File: src/fces_pkg.sv
// package for the flash command error-status block
package fces_pkg;

  // command codes, low byte only; the upper three bytes are ignored
  localparam logic [7:0] CMD_READ_ARRAY   = 8'hff;
  localparam logic [7:0] CMD_READ_STATUS  = 8'h70;
  localparam logic [7:0] CMD_CLEAR_STATUS = 8'h50;
  localparam logic [7:0] CMD_PROGRAM      = 8'h40;
  localparam logic [7:0] CMD_ERASE_SETUP  = 8'h20;
  localparam logic [7:0] CMD_ERASE_CONF   = 8'hd0;
  localparam logic [7:0] CMD_ERASE_SUSP   = 8'hb0;
  localparam logic [7:0] CMD_ERASE_RESUME = 8'hd0;

  // register byte offsets
  localparam logic [7:0] OFS_CMD     = 8'h00;
  localparam logic [7:0] OFS_STATUS  = 8'h04;
  localparam logic [7:0] OFS_CTRL0   = 8'h08;
  localparam logic [7:0] OFS_PROT    = 8'h0c;
  localparam logic [7:0] OFS_ADDR    = 8'h10;
  localparam logic [7:0] OFS_OPCTL   = 8'h14;

  // status register bit positions
  localparam int SR_SEQ_POS   = 7;
  localparam int SR_ERASE_POS = 5;
  localparam int SR_PROG_POS  = 4;
  // control register 0 bit positions
  localparam int C0_READY_POS = 0;
  localparam int C0_PROG_POS  = 6;
  localparam int C0_ERASE_POS = 7;
  // operation control bits
  localparam int OP_DONE_POS  = 0;
  localparam int OP_FAIL_POS  = 1;

  localparam int NUM_BLOCKS   = 8;
  localparam int BLK_SEL_LSB  = 12;
  localparam int BLK_SEL_W    = 3;
  localparam logic [7:0] PROT_RESET = 8'h00;

  // axi responses
  localparam logic [1:0] RESP_OKAY   = 2'b00;
  localparam logic [1:0] RESP_SLVERR = 2'b10;

  typedef enum logic [2:0] {
    ST_READ_ARRAY  = 3'b000,
    ST_READ_STATUS = 3'b001,
    ST_PROG_SETUP  = 3'b010,
    ST_ERASE_SETUP = 3'b011,
    ST_PROG_BUSY   = 3'b100,
    ST_ERASE_BUSY  = 3'b101,
    ST_ERASE_SUSP  = 3'b110
  } fces_mode_type;

  // one software register write, as seen by the sequencer
  typedef struct packed {
    logic        valid;
    logic [7:0]  offset;
    logic [31:0] data;
  } fces_wreq_type;

  // outcome of the command classifier
  typedef struct packed {
    logic          set_prog;
    logic          set_erase;
    logic          clear;
    fces_mode_type mode;
    logic          start_op;
  } fces_verdict_type;

endpackage : fces_pkg

File: src/fces_axil_slave.sv
// axi4-lite slave front end: one write and one read in flight
`timescale 1ns/100ps
module fces_axil_slave
  import fces_pkg::*;
(
  input  wire logic          mclk_i,
  input  wire logic          resetn_i,
  input  wire logic [7:0]    awaddr_i,
  input  wire logic          awvalid_i,
  output logic               awready_o,
  input  wire logic [31:0]   wdata_i,
  input  wire logic [3:0]    wstrb_i,
  input  wire logic          wvalid_i,
  output logic               wready_o,
  output logic [1:0]         bresp_o,
  output logic               bvalid_o,
  input  wire logic          bready_i,
  input  wire logic [7:0]    araddr_i,
  input  wire logic          arvalid_i,
  output logic               arready_o,
  output logic [31:0]        rdata_o,
  output logic [1:0]         rresp_o,
  output logic               rvalid_o,
  input  wire logic          rready_i,
  output fces_wreq_type      wreq_o,
  output logic [7:0]         raddr_o,
  input  wire logic [31:0]   rdat_i,
  input  wire logic          rhit_i
);

  typedef struct packed {
    logic          aw_have;
    logic [7:0]    aw;
    logic          w_have;
    logic [31:0]   w;
    logic          bvalid;
    logic          rvalid;
    logic [31:0]   rdata;
    logic [1:0]    rresp;
    fces_wreq_type wreq;
  } fces_axs_type;

  fces_axs_type s_q, s_d;

  assign awready_o = !s_q.aw_have && !s_q.bvalid;
  assign wready_o  = !s_q.w_have && !s_q.bvalid;
  assign arready_o = !s_q.rvalid;
  assign bvalid_o  = s_q.bvalid;
  assign bresp_o   = RESP_OKAY;
  assign rvalid_o  = s_q.rvalid;
  assign rdata_o   = s_q.rdata;
  assign rresp_o   = s_q.rresp;
  assign wreq_o    = s_q.wreq;
  assign raddr_o   = araddr_i;

  always_comb begin
    s_d = s_q;
    s_d.wreq.valid = 1'b0;
    if (awvalid_i && awready_o) begin
      s_d.aw_have = 1'b1;
      s_d.aw      = awaddr_i;
    end
    if (wvalid_i && wready_o) begin
      s_d.w_have = 1'b1;
      // only the low byte lane carries a command; missing lanes read as zero
      s_d.w      = wdata_i & {{8{wstrb_i[3]}}, {8{wstrb_i[2]}}, {8{wstrb_i[1]}}, {8{wstrb_i[0]}}};
    end
    if (s_q.aw_have && s_q.w_have) begin
      s_d.aw_have     = 1'b0;
      s_d.w_have      = 1'b0;
      s_d.bvalid      = 1'b1;
      s_d.wreq.valid  = 1'b1;
      s_d.wreq.offset = s_q.aw;
      s_d.wreq.data   = s_q.w;
    end
    if (s_q.bvalid && bready_i) begin
      s_d.bvalid = 1'b0;
    end
    if (arvalid_i && arready_o) begin
      s_d.rvalid = 1'b1;
      s_d.rdata  = rdat_i;
      s_d.rresp  = rhit_i ? RESP_OKAY : RESP_SLVERR;
    end else if (s_q.rvalid && rready_i) begin
      s_d.rvalid = 1'b0;
    end
  end

  always_ff @(posedge mclk_i) begin
    if (!resetn_i) begin
      s_q <= '0;
    end else begin
      s_q <= s_d;
    end
  end

endmodule : fces_axil_slave

File: src/fces_cmd_classify.sv
// classifies one command write against the current mode
`timescale 1ns/100ps
module fces_cmd_classify
  import fces_pkg::*;
(
  input  wire logic [7:0]       code_i,
  input  fces_mode_type         mode_i,
  input  wire logic             fail_any_i,
  input  wire logic             blk_prot_i,
  output fces_verdict_type      verdict_o
);

  always_comb begin
    verdict_o          = '0;
    verdict_o.mode     = mode_i;
    case (mode_i)
      ST_PROG_SETUP: begin
        // second cycle of program: any word but read array is the data; read array aborts
        if (code_i == CMD_READ_ARRAY) begin
          verdict_o.mode = ST_READ_ARRAY;
        end else if (blk_prot_i) begin
          verdict_o.set_prog  = 1'b1;
          verdict_o.set_erase = 1'b1;
          verdict_o.mode      = ST_READ_STATUS;
        end else begin
          verdict_o.start_op = 1'b1;
          verdict_o.mode     = ST_PROG_BUSY;
        end
      end
      ST_ERASE_SETUP: begin
        if (code_i == CMD_READ_ARRAY) begin
          verdict_o.mode = ST_READ_ARRAY;
        end else if (code_i != CMD_ERASE_CONF) begin
          verdict_o.set_prog  = 1'b1;
          verdict_o.set_erase = 1'b1;
          verdict_o.mode      = ST_READ_STATUS;
        end else if (blk_prot_i) begin
          verdict_o.set_prog  = 1'b1;
          verdict_o.set_erase = 1'b1;
          verdict_o.mode      = ST_READ_STATUS;
        end else begin
          verdict_o.start_op = 1'b1;
          verdict_o.mode     = ST_ERASE_BUSY;
        end
      end
      ST_PROG_BUSY, ST_ERASE_BUSY: begin
        // commands written during an operation are ignored here; erase suspend is taken in fces_top
        verdict_o.mode = mode_i;
      end
      ST_ERASE_SUSP: begin
        if (code_i == CMD_ERASE_RESUME) begin
          verdict_o.mode = ST_ERASE_BUSY;
        end else if (code_i == CMD_READ_ARRAY) begin
          verdict_o.mode = ST_ERASE_SUSP;
        end
      end
      default: begin
        if (code_i == CMD_READ_ARRAY) begin
          verdict_o.mode = ST_READ_ARRAY;
        end else if (code_i == CMD_READ_STATUS) begin
          verdict_o.mode = ST_READ_STATUS;
        end else if (code_i == CMD_CLEAR_STATUS) begin
          verdict_o.clear = 1'b1;
        end else if (code_i == CMD_PROGRAM || code_i == CMD_ERASE_SETUP) begin
          if (fail_any_i) begin
            verdict_o.mode = mode_i;
          end else if (code_i == CMD_PROGRAM) begin
            verdict_o.mode = ST_PROG_SETUP;
          end else begin
            verdict_o.mode = ST_ERASE_SETUP;
          end
        end else begin
          verdict_o.set_prog  = 1'b1;
          verdict_o.set_erase = 1'b1;
          verdict_o.mode      = ST_READ_STATUS;
        end
      end
    endcase
  end

endmodule : fces_cmd_classify

File: src/fces_top.sv
// flash command sequencer error-status block with axi4-lite registers
`timescale 1ns/100ps
module fces_top
  import fces_pkg::*;
(
  input  wire logic          mclk_i,
  input  wire logic          resetn_i,
  input  wire logic [7:0]    awaddr_i,
  input  wire logic          awvalid_i,
  output logic               awready_o,
  input  wire logic [31:0]   wdata_i,
  input  wire logic [3:0]    wstrb_i,
  input  wire logic          wvalid_i,
  output logic               wready_o,
  output logic [1:0]         bresp_o,
  output logic               bvalid_o,
  input  wire logic          bready_i,
  input  wire logic [7:0]    araddr_i,
  input  wire logic          arvalid_i,
  output logic               arready_o,
  output logic [31:0]        rdata_o,
  output logic [1:0]         rresp_o,
  output logic               rvalid_o,
  input  wire logic          rready_i,
  output logic               flash_op_start_o,
  output logic               flash_op_erase_o,
  output logic [BLK_SEL_W-1:0] flash_op_block_o
);

  typedef struct packed {
    fces_mode_type              mode;
    logic                       program_fail_flag;
    logic                       erase_fail_flag;
    logic [NUM_BLOCKS-1:0]      protect;
    logic [BLK_SEL_W-1:0]       block;
    logic                       start;
  } fces_state_type;

  fces_state_type   s_q, s_d;
  fces_wreq_type    wreq;
  fces_verdict_type verdict;
  logic [7:0]       raddr;
  logic [31:0]      rdat;
  logic             rhit;
  logic             flash_ready_flag;
  logic [7:0]       flash_status_reg;
  logic [7:0]       flash_control_reg0;
  logic             cmd_wr;
  logic             addr_wr;
  logic [BLK_SEL_W-1:0] cur_block;

  fces_axil_slave u_bus (
    .mclk_i    (mclk_i),
    .resetn_i  (resetn_i),
    .awaddr_i  (awaddr_i),
    .awvalid_i (awvalid_i),
    .awready_o (awready_o),
    .wdata_i   (wdata_i),
    .wstrb_i   (wstrb_i),
    .wvalid_i  (wvalid_i),
    .wready_o  (wready_o),
    .bresp_o   (bresp_o),
    .bvalid_o  (bvalid_o),
    .bready_i  (bready_i),
    .araddr_i  (araddr_i),
    .arvalid_i (arvalid_i),
    .arready_o (arready_o),
    .rdata_o   (rdata_o),
    .rresp_o   (rresp_o),
    .rvalid_o  (rvalid_o),
    .rready_i  (rready_i),
    .wreq_o    (wreq),
    .raddr_o   (raddr),
    .rdat_i    (rdat),
    .rhit_i    (rhit)
  );

  assign cmd_wr  = wreq.valid && (wreq.offset == OFS_CMD);
  assign addr_wr = wreq.valid && (wreq.offset == OFS_ADDR);
  // a command write may carry its target block in the address register written earlier
  assign cur_block = s_q.block;

  fces_cmd_classify u_cls (
    .code_i     (wreq.data[7:0]),
    .mode_i     (s_q.mode),
    .fail_any_i (s_q.program_fail_flag || s_q.erase_fail_flag),
    .blk_prot_i (s_q.protect[cur_block]),
    .verdict_o  (verdict)
  );

  // ready only outside auto operations and suspend
  assign flash_ready_flag = !(s_q.mode == ST_PROG_BUSY || s_q.mode == ST_ERASE_BUSY ||
                              s_q.mode == ST_ERASE_SUSP);

  always_comb begin
    flash_status_reg = 8'h00;
    flash_status_reg[SR_SEQ_POS]   = flash_ready_flag;
    flash_status_reg[SR_ERASE_POS] = s_q.erase_fail_flag;
    flash_status_reg[SR_PROG_POS]  = s_q.program_fail_flag;
    flash_control_reg0 = 8'h00;
    flash_control_reg0[C0_READY_POS] = flash_ready_flag;
    flash_control_reg0[C0_PROG_POS]  = s_q.program_fail_flag;
    flash_control_reg0[C0_ERASE_POS] = s_q.erase_fail_flag;
  end

  // read decode
  always_comb begin
    rhit = 1'b1;
    rdat = 32'h0000_0000;
    if (raddr == OFS_CMD) begin
      rdat = {29'h0, s_q.mode};
    end else if (raddr == OFS_STATUS) begin
      rdat = {24'h00_0000, flash_status_reg};
    end else if (raddr == OFS_CTRL0) begin
      rdat = {24'h00_0000, flash_control_reg0};
    end else if (raddr == OFS_PROT) begin
      rdat = {24'h00_0000, s_q.protect};
    end else if (raddr == OFS_ADDR) begin
      rdat = {{(32-BLK_SEL_LSB-BLK_SEL_W){1'b0}}, s_q.block, {BLK_SEL_LSB{1'b0}}};
    end else if (raddr == OFS_OPCTL) begin
      rdat = 32'h0000_0000;
    end else begin
      rhit = 1'b0;
    end
  end

  always_comb begin
    s_d = s_q;
    s_d.start = 1'b0;
    if (wreq.valid && wreq.offset == OFS_PROT) begin
      s_d.protect = wreq.data[NUM_BLOCKS-1:0];
    end
    if (addr_wr) begin
      s_d.block = wreq.data[BLK_SEL_LSB +: BLK_SEL_W];
    end
    if (cmd_wr) begin
      s_d.mode  = verdict.mode;
      s_d.start = verdict.start_op;
      if (verdict.clear) begin
        s_d.program_fail_flag = 1'b0;
        s_d.erase_fail_flag   = 1'b0;
      end
      // flags set here or on a failing completion; only the clear command above or a reset drops them
      s_d.program_fail_flag = s_d.program_fail_flag | verdict.set_prog;
      s_d.erase_fail_flag   = s_d.erase_fail_flag | verdict.set_erase;
    end
    // the flash array itself reports completion on the op-control register
    if (wreq.valid && wreq.offset == OFS_OPCTL && wreq.data[OP_DONE_POS]) begin
      if (s_q.mode == ST_PROG_BUSY) begin
        s_d.mode = ST_READ_STATUS;
        if (wreq.data[OP_FAIL_POS]) begin
          s_d.program_fail_flag = 1'b1;
        end
      end else if (s_q.mode == ST_ERASE_BUSY) begin
        s_d.mode = ST_READ_STATUS;
        if (wreq.data[OP_FAIL_POS]) begin
          s_d.erase_fail_flag = 1'b1;
        end
      end
    end
    // suspend request while erasing
    if (cmd_wr && s_q.mode == ST_ERASE_BUSY && wreq.data[7:0] == CMD_ERASE_SUSP) begin
      s_d.mode = ST_ERASE_SUSP;
    end
  end

  always_ff @(posedge mclk_i) begin
    if (!resetn_i) begin
      s_q.mode              <= ST_READ_ARRAY;
      s_q.program_fail_flag <= 1'b0;
      s_q.erase_fail_flag   <= 1'b0;
      s_q.protect           <= PROT_RESET;
      s_q.block             <= '0;
      s_q.start             <= 1'b0;
    end else begin
      s_q <= s_d;
    end
  end

  // protected targets never start; a resume or a later address write is not checked against protection
  assign flash_op_start_o = s_q.start;
  assign flash_op_erase_o = (s_q.mode == ST_ERASE_BUSY);
  assign flash_op_block_o = s_q.block;

endmodule : fces_top

File: config.mk
export PLATFORM = sky130hd
export DESIGN_NAME = fces_top
export DESIGN_NICKNAME = d
export VERILOG_FILES = /design/src/fces_pkg.sv /design/src/fces_axil_slave.sv /design/src/fces_cmd_classify.sv /design/src/fces_top.sv
export SDC_FILE = /design/constraint.sdc
export NUM_CORES = 1
export LEC_CHECK = 0
export BUFFER_PORTS_ARGS = -buffer_cell sky130_fd_sc_hd__buf_2
export CAP_MARGIN = 20
export CORE_ASPECT_RATIO = 2
export CORE_MARGIN = 2
export CORE_UTILIZATION = 25
export DETAILED_ROUTE_END_ITERATION = 12
export GPL_TIMING_DRIVEN = 1
export PLACE_DENSITY = 0.44
export RECOVER_POWER = 50
export SLEW_MARGIN = 15
export SYNTH_ARGS = -nofsm -noshare
export SYNTH_HDL_FRONTEND = slang
export SYNTH_SLANG_ARGS = --single-unit
File: constraint.sdc
create_clock -name mclk_i -period 2.4 [get_ports mclk_i]
set_clock_uncertainty 0.1 [all_clocks]
set_input_delay 0.48 -clock mclk_i [delete_from_list [all_inputs] [get_ports mclk_i]]
set_output_delay 0.48 -clock mclk_i [all_outputs]
set_load 0.02 [all_outputs]
==> out/results.tsv, run 1 <==
metric	value	unit
status	complete, but fails checks	
violations	design-rule violations	
synth_area_leaders	dfxtp_1, buf_4, nand2_1, a22o_1, a21oi_1	
final_common_cell	dfxtp_1	
syn_area_per_cell	8.66	um2
drc	7	
synthFlopType	dfxtp_1	
drtIter0Drc	129	
die_x	85.8	um
die-area	14400	um2
leakagePower	1.48	nW
ys_async_sr_fraction	0	%
power.density	707	nW/um2
clock_latency	340	ps
synth_edf_count	0	
grt_pass1_vias	2704	
fmax	0.456	GHz
clk_pin_slew	60	ps
synth_top_area_cell	dfxtp_1	
boundaryPins	105	
ys_types	53	
vias	2765	
area_delta_synth_final	15.4	%
crit_type	flop to flop	
rsz0062_at_grt	false	
grt_pass1_wl	13500	um
fin_crit_sh	91.4	%
yosys_register_bits	72	
root_buffer	clkbuf_16	
crit_path_end_kind	flop	
grt_antenna_before_repair	0	
fin_nets	485	
grt-ovfl-total	0	
port_buffers	57	
synth_warnings	0	
min_path_type	input port to flop	
cts_setup_buffers	0	
grt_use_total	12.3	%
htreeDepth	3	
post_cts_resized	0	
drive_gt1_share	18.6	%
max_slew.worst_pin.slew	1120	ps
rows	59	
vias_per_cell	4.74	
final_hold_viol_count	0	
antenna_cells	0	
highest_layer	met4	
numCtsBuffers	9	
vdd_ir_drop_max	0.350	mV
synth_area	3340	um2
route.met2.wl	4870	um
start_util	25.6	%
grt_max_degree	25	
hpwl	6770	um
relSlewSlack	25.3	%
drt_pass1_iterations	10	
die_h	168	um
layout_common_cells	dfxtp_1, nand2_1, buf_2, nor2_1, a21oi_1	
netlist.area_leader.share	43.1	%
fin_crit	2190	ps
ys_seq_area_share	43.1	%
antenna_left	0	
multiInputGateArea	1590	um2
worst_ep_arrival_time	2320	ps
met1_length	3170	um
n_fill_cell	1392	
clockBufferDepth	2	
syn_inst	386	
core_area	13100	um2
critPathLaunchType	flop	
numClockSinks	72	
drt_wl_total	8660	um
path_max_fanout	7	
wl_met3	326	um
seqCellArea	1440	um2
fin_util	29.5	%
max_cap_violations	0	
crit_required	2520	ps
setup_viol	0	
wl_per_cell	14.9	um
cts.hold.buffers_added	0	
cts_tree	done	
fin_setup_tns	0	ps
place_congestion	0.876	
drv_slew	0	
-- critical path, stage by stage (launching register included) --
cell and delay [ps]:
dfxtp_1 340, or4_1 640, or4b_4 570, nor3b_2 220, o21ai_1 90, nand2b_1 130
-- where the power goes --
group / switching [mW] / internal, mW
clock: 0.526 / 0.729
sequential: 0.0247 / 1.23
combinational: 0.153 / 0.0683
total: 0.703 / 2.02
-- stage by stage --
stage | total power [mW] | area (um2) | setup WS (ps) | hold WS [ps] | std cells
floorplan | 1.46 | 3430 | 310 | 332 | 409
global placement | 1.50 | 3610 | 234 | 342 | 567
detailed placement | 1.50 | 3610 | 217 | 348 | 567
CTS | 2.77 | 3890 | 209 | 224 | 583
global route | 2.85 | 3860 | 116 | 218 | 583
finish | 2.73 | 3860 | 207 | 231 | 583
-- routing by layer --
layer | GRT usage (%) | vias up
li1 | - | 1385
met1 | 11.3 | 1289
met2 | 23.6 | 77
met3 | 2.91 | 14
met4 | 7.25 | 0
met5 | 0 | -
-- final cells by class --
| class | instances | share of cell area [%] |
|---|---|---|
| flip-flops and latches | 72 | 37.4 |
| clock inverters | 6 | 1.10 |
| well taps | 152 | 4.93 |
| repair buffers | 68 | 8.76 |
| multi-input cells | 270 | 41.2 |
| clock buffers | 10 | 6.20 |
| inverters | 5 | 0.487 |
-- flip-flops by register name (all words and copies together) (netlist names) --
signal and cells:
u_bus.wreq_o 20, u_bus.rvalid_o 1, flash_op_start_o 1, flash_control_reg0 2, u_bus.rresp_o 1, u_bus.bvalid_o 1
u_bus.s_q 21, flash_op_block_o 3, s_q 11, u_bus.rdata_o 11
-- synthesized netlist by cell type (3+ instances only) --
| cell type | number |
|---|---|
| nand2_1 | 51 |
| nand4_1 | 4 |
| a21oi_1 | 32 |
| a22o_1 | 20 |
| a22oi_1 | 5 |
| and3_1 | 3 |
| or4_1 | 4 |
| nor2_1 | 38 |
| clkbuf_1 | 19 |
| buf_4 | 39 |
| nand2b_1 | 6 |
| inv_1 | 5 |
| dfxtp_1 | 72 |
| nor4_1 | 5 |
| mux2i_1 | 11 |
| o21ai_0 | 6 |
| mux2_2 | 5 |
| nand3_1 | 15 |
| a211o_1 | 3 |
| and2_1 | 3 |
-- logic make-up after synthesis --
| kind of cell | share of synthesized area [%] |
|---|---|
| and+or+nand+nor | 20.0 |
| AOI/OAI and AO/OA | 18.2 |
| DFF | 43.1 |
| buffers and inverters | 12.0 |
| muxes | 6.32 |
| xor gates and xnor gates | 0.262 |
| other | 0.112 |
-- worst paths after layout --
check,from,to,slack [ps],cells past startpoint
max reg2reg,u_bus.wreq_o[2],flash_control_reg0[7],210,5
max,u_bus.wreq_o[2],flash_control_reg0[7],210,5
min,rready_i,u_bus.rvalid_o,230,2
min reg2reg,u_bus.s_q[82],u_bus.s_q[82],350,2
(Power assumes the default switching activity.)
==> run 2: changes to the inputs <==
- CORE_ASPECT_RATIO: 2 -> default
==> out/results.tsv, run 2 (synthesized netlist as in run 1, its figures left out) <==
metric	value	unit
max_slew.worst_pin.slew	913	ps
clockBufferDepth	2	
grt-ovfl-total	0	
cpPeakStageDelay	650	ps
grt_max_degree	39	
die_x	120	um
drt_pass1_iterations	4	
largest_reg_flops	21	
fin_setup_tns	0	ps
largest_register	u_bus.s_q	
htreeDepth	3	
path_max_fanout	7	
area_delta_synth_final	16.5	%
root_buffer	clkbuf_16	
grt_pass1_wl	12800	um
place_congestion	0.817	
finalPower	2.77	mW
start_util	25.4	%
clock_power_share	47.1	%
crit_path_end_kind	flop	
rows	42	
relSlewSlack	39.1	%
max_cap_violations	0	
vias_per_cell	4.46	
timing.final.ws_setup	196	ps
rsz0062_at_grt	false	
setup_viol	0	
post-place-ws	215	ps
critPathTopFamily	simple AND/OR/NAND/NOR gates	
grt_pass1_vias	2514	
switching_share	23.6	%
power_switching	0.654	mW
r2r_start	u_bus.wreq_o[2]	
critPathLaunchType	flop	
numCtsBuffers	9	
crit_type	flop to flop	
path_buf_inv	0	
cpMaxStageDelayCell	or4_1	
hpwl	5650	um
worst_ep_arrival_time	2280	ps
cp-startpoint	u_bus.wreq_o[2]	
port_buffers	57	
status	finished clean	
final_hold_viol_count	0	
power.internal	2.12	mW
final_common_cell	dfxtp_1	
p_comb_share	7.8	%
drtIter0Drc	123	
seqPwrFrac	45.1	%
clk_pin_slew	50	ps
min_path_type	input port to flop	
wl_per_cell	12.8	um
core_area	13100	um2
fmax	0.454	GHz
cts_setup_buffers	0	
finalInstanceArea	3890	um2
vdd_ir_drop_max	0.364	mV
dp_cells	591	
fin_crit	2200	ps
post_cts_resized	0	
vias	2701	
n_fill_cell	1432	
grt_antenna_before_repair	0	
grt_use_total	11.2	%
crit_chain	or4_1 -> or4b_4 -> a21oi_1 -> o41a_1 -> a311oi_1	
seqCellArea	1440	um2
boundaryPins	105	
drive_gt1_share	17.7	%
layout_common_cells	dfxtp_1, nand2_1, buf_2, nor2_1, a21oi_1	
cts.hold.buffers_added	0	
post_dp_cell_area	3650	um2
drt_wl_total	7780	um
cts_tree	done	
final_cell_count_no_fill	606	
clock_latency	330	ps
die_h	120	um
multiInputGateArea	1590	um2
drv_slew	0	
leakagePower	1.48	nW
fin_crit_sh	91.8	%
antenna_cells	0	
numClockSinks	72	
worstHoldStart	rready_i	
fin_nets	485	
drc	0	
power.density	712	nW/um2
antenna_left	0	
crit_required	2470	ps
die-area	14300	um2
==> run 2: worst paths after layout <==
path              depth (start not counted)  slack, ps               end
setup / recovery                          5        200           s_q[15]
hold / removal                            2        230    u_bus.rvalid_o
setup reg to reg                          5        200           s_q[15]
hold reg to reg                           2        350  u_bus.rdata_o[3]
==> run 2: metrics by stage <==
stage                     utilization (%)  hold slack, ps
after global placement               27.8             341
after CTS                            30.0             217
after detailed placement             27.8             345
after floorplan                         -             332
final                                29.6             229
after global routing                 29.6             228
==> run 2: worst reg2reg max path: cells and delay by family, from the launching register on <==
| kind | cells | cell delay [ps] |
|---|---|---|
| compound gates | 3 | 390 |
| flops | 1 | 340 |
| simple gates | 2 | 1220 |
==> run 2: power groups by stage <==
stage          clock network (mW)  registers [mW]  logic [mW]
2_1_floorplan                   0            1.27       0.187
3_3_place_gp                    0            1.28       0.222
3_5_place_dp                    0            1.28       0.225
4_1_cts                      1.35            1.25       0.225
5_1_grt                      1.41            1.26       0.245
6_report                     1.31            1.25       0.216
==> run 2: metal layers <==
| layer | global-route usage, % | wire length [um] | share of wire, % |
|---|---|---|---|
| met5 | 0 | 0 | 0 |
| met4 | 4.85 | 108 | 1.4 |
| met3 | 2.71 | 367 | 4.7 |
| met2 | 16.6 | 3300 | 42 |
| met1 | 15.5 | 4000 | 51 |
==> run 2: area by class of cell <==
cell class,count,share of cell area (%)
Clock buffer,12,6.33
Clock inverter,3,1.09
Inverter,5,0.482
Multi-Input combinational cell,270,40.8
Sequential cell,72,37.0
Tap cell,176,5.66
Timing Repair Buffer,68,8.64
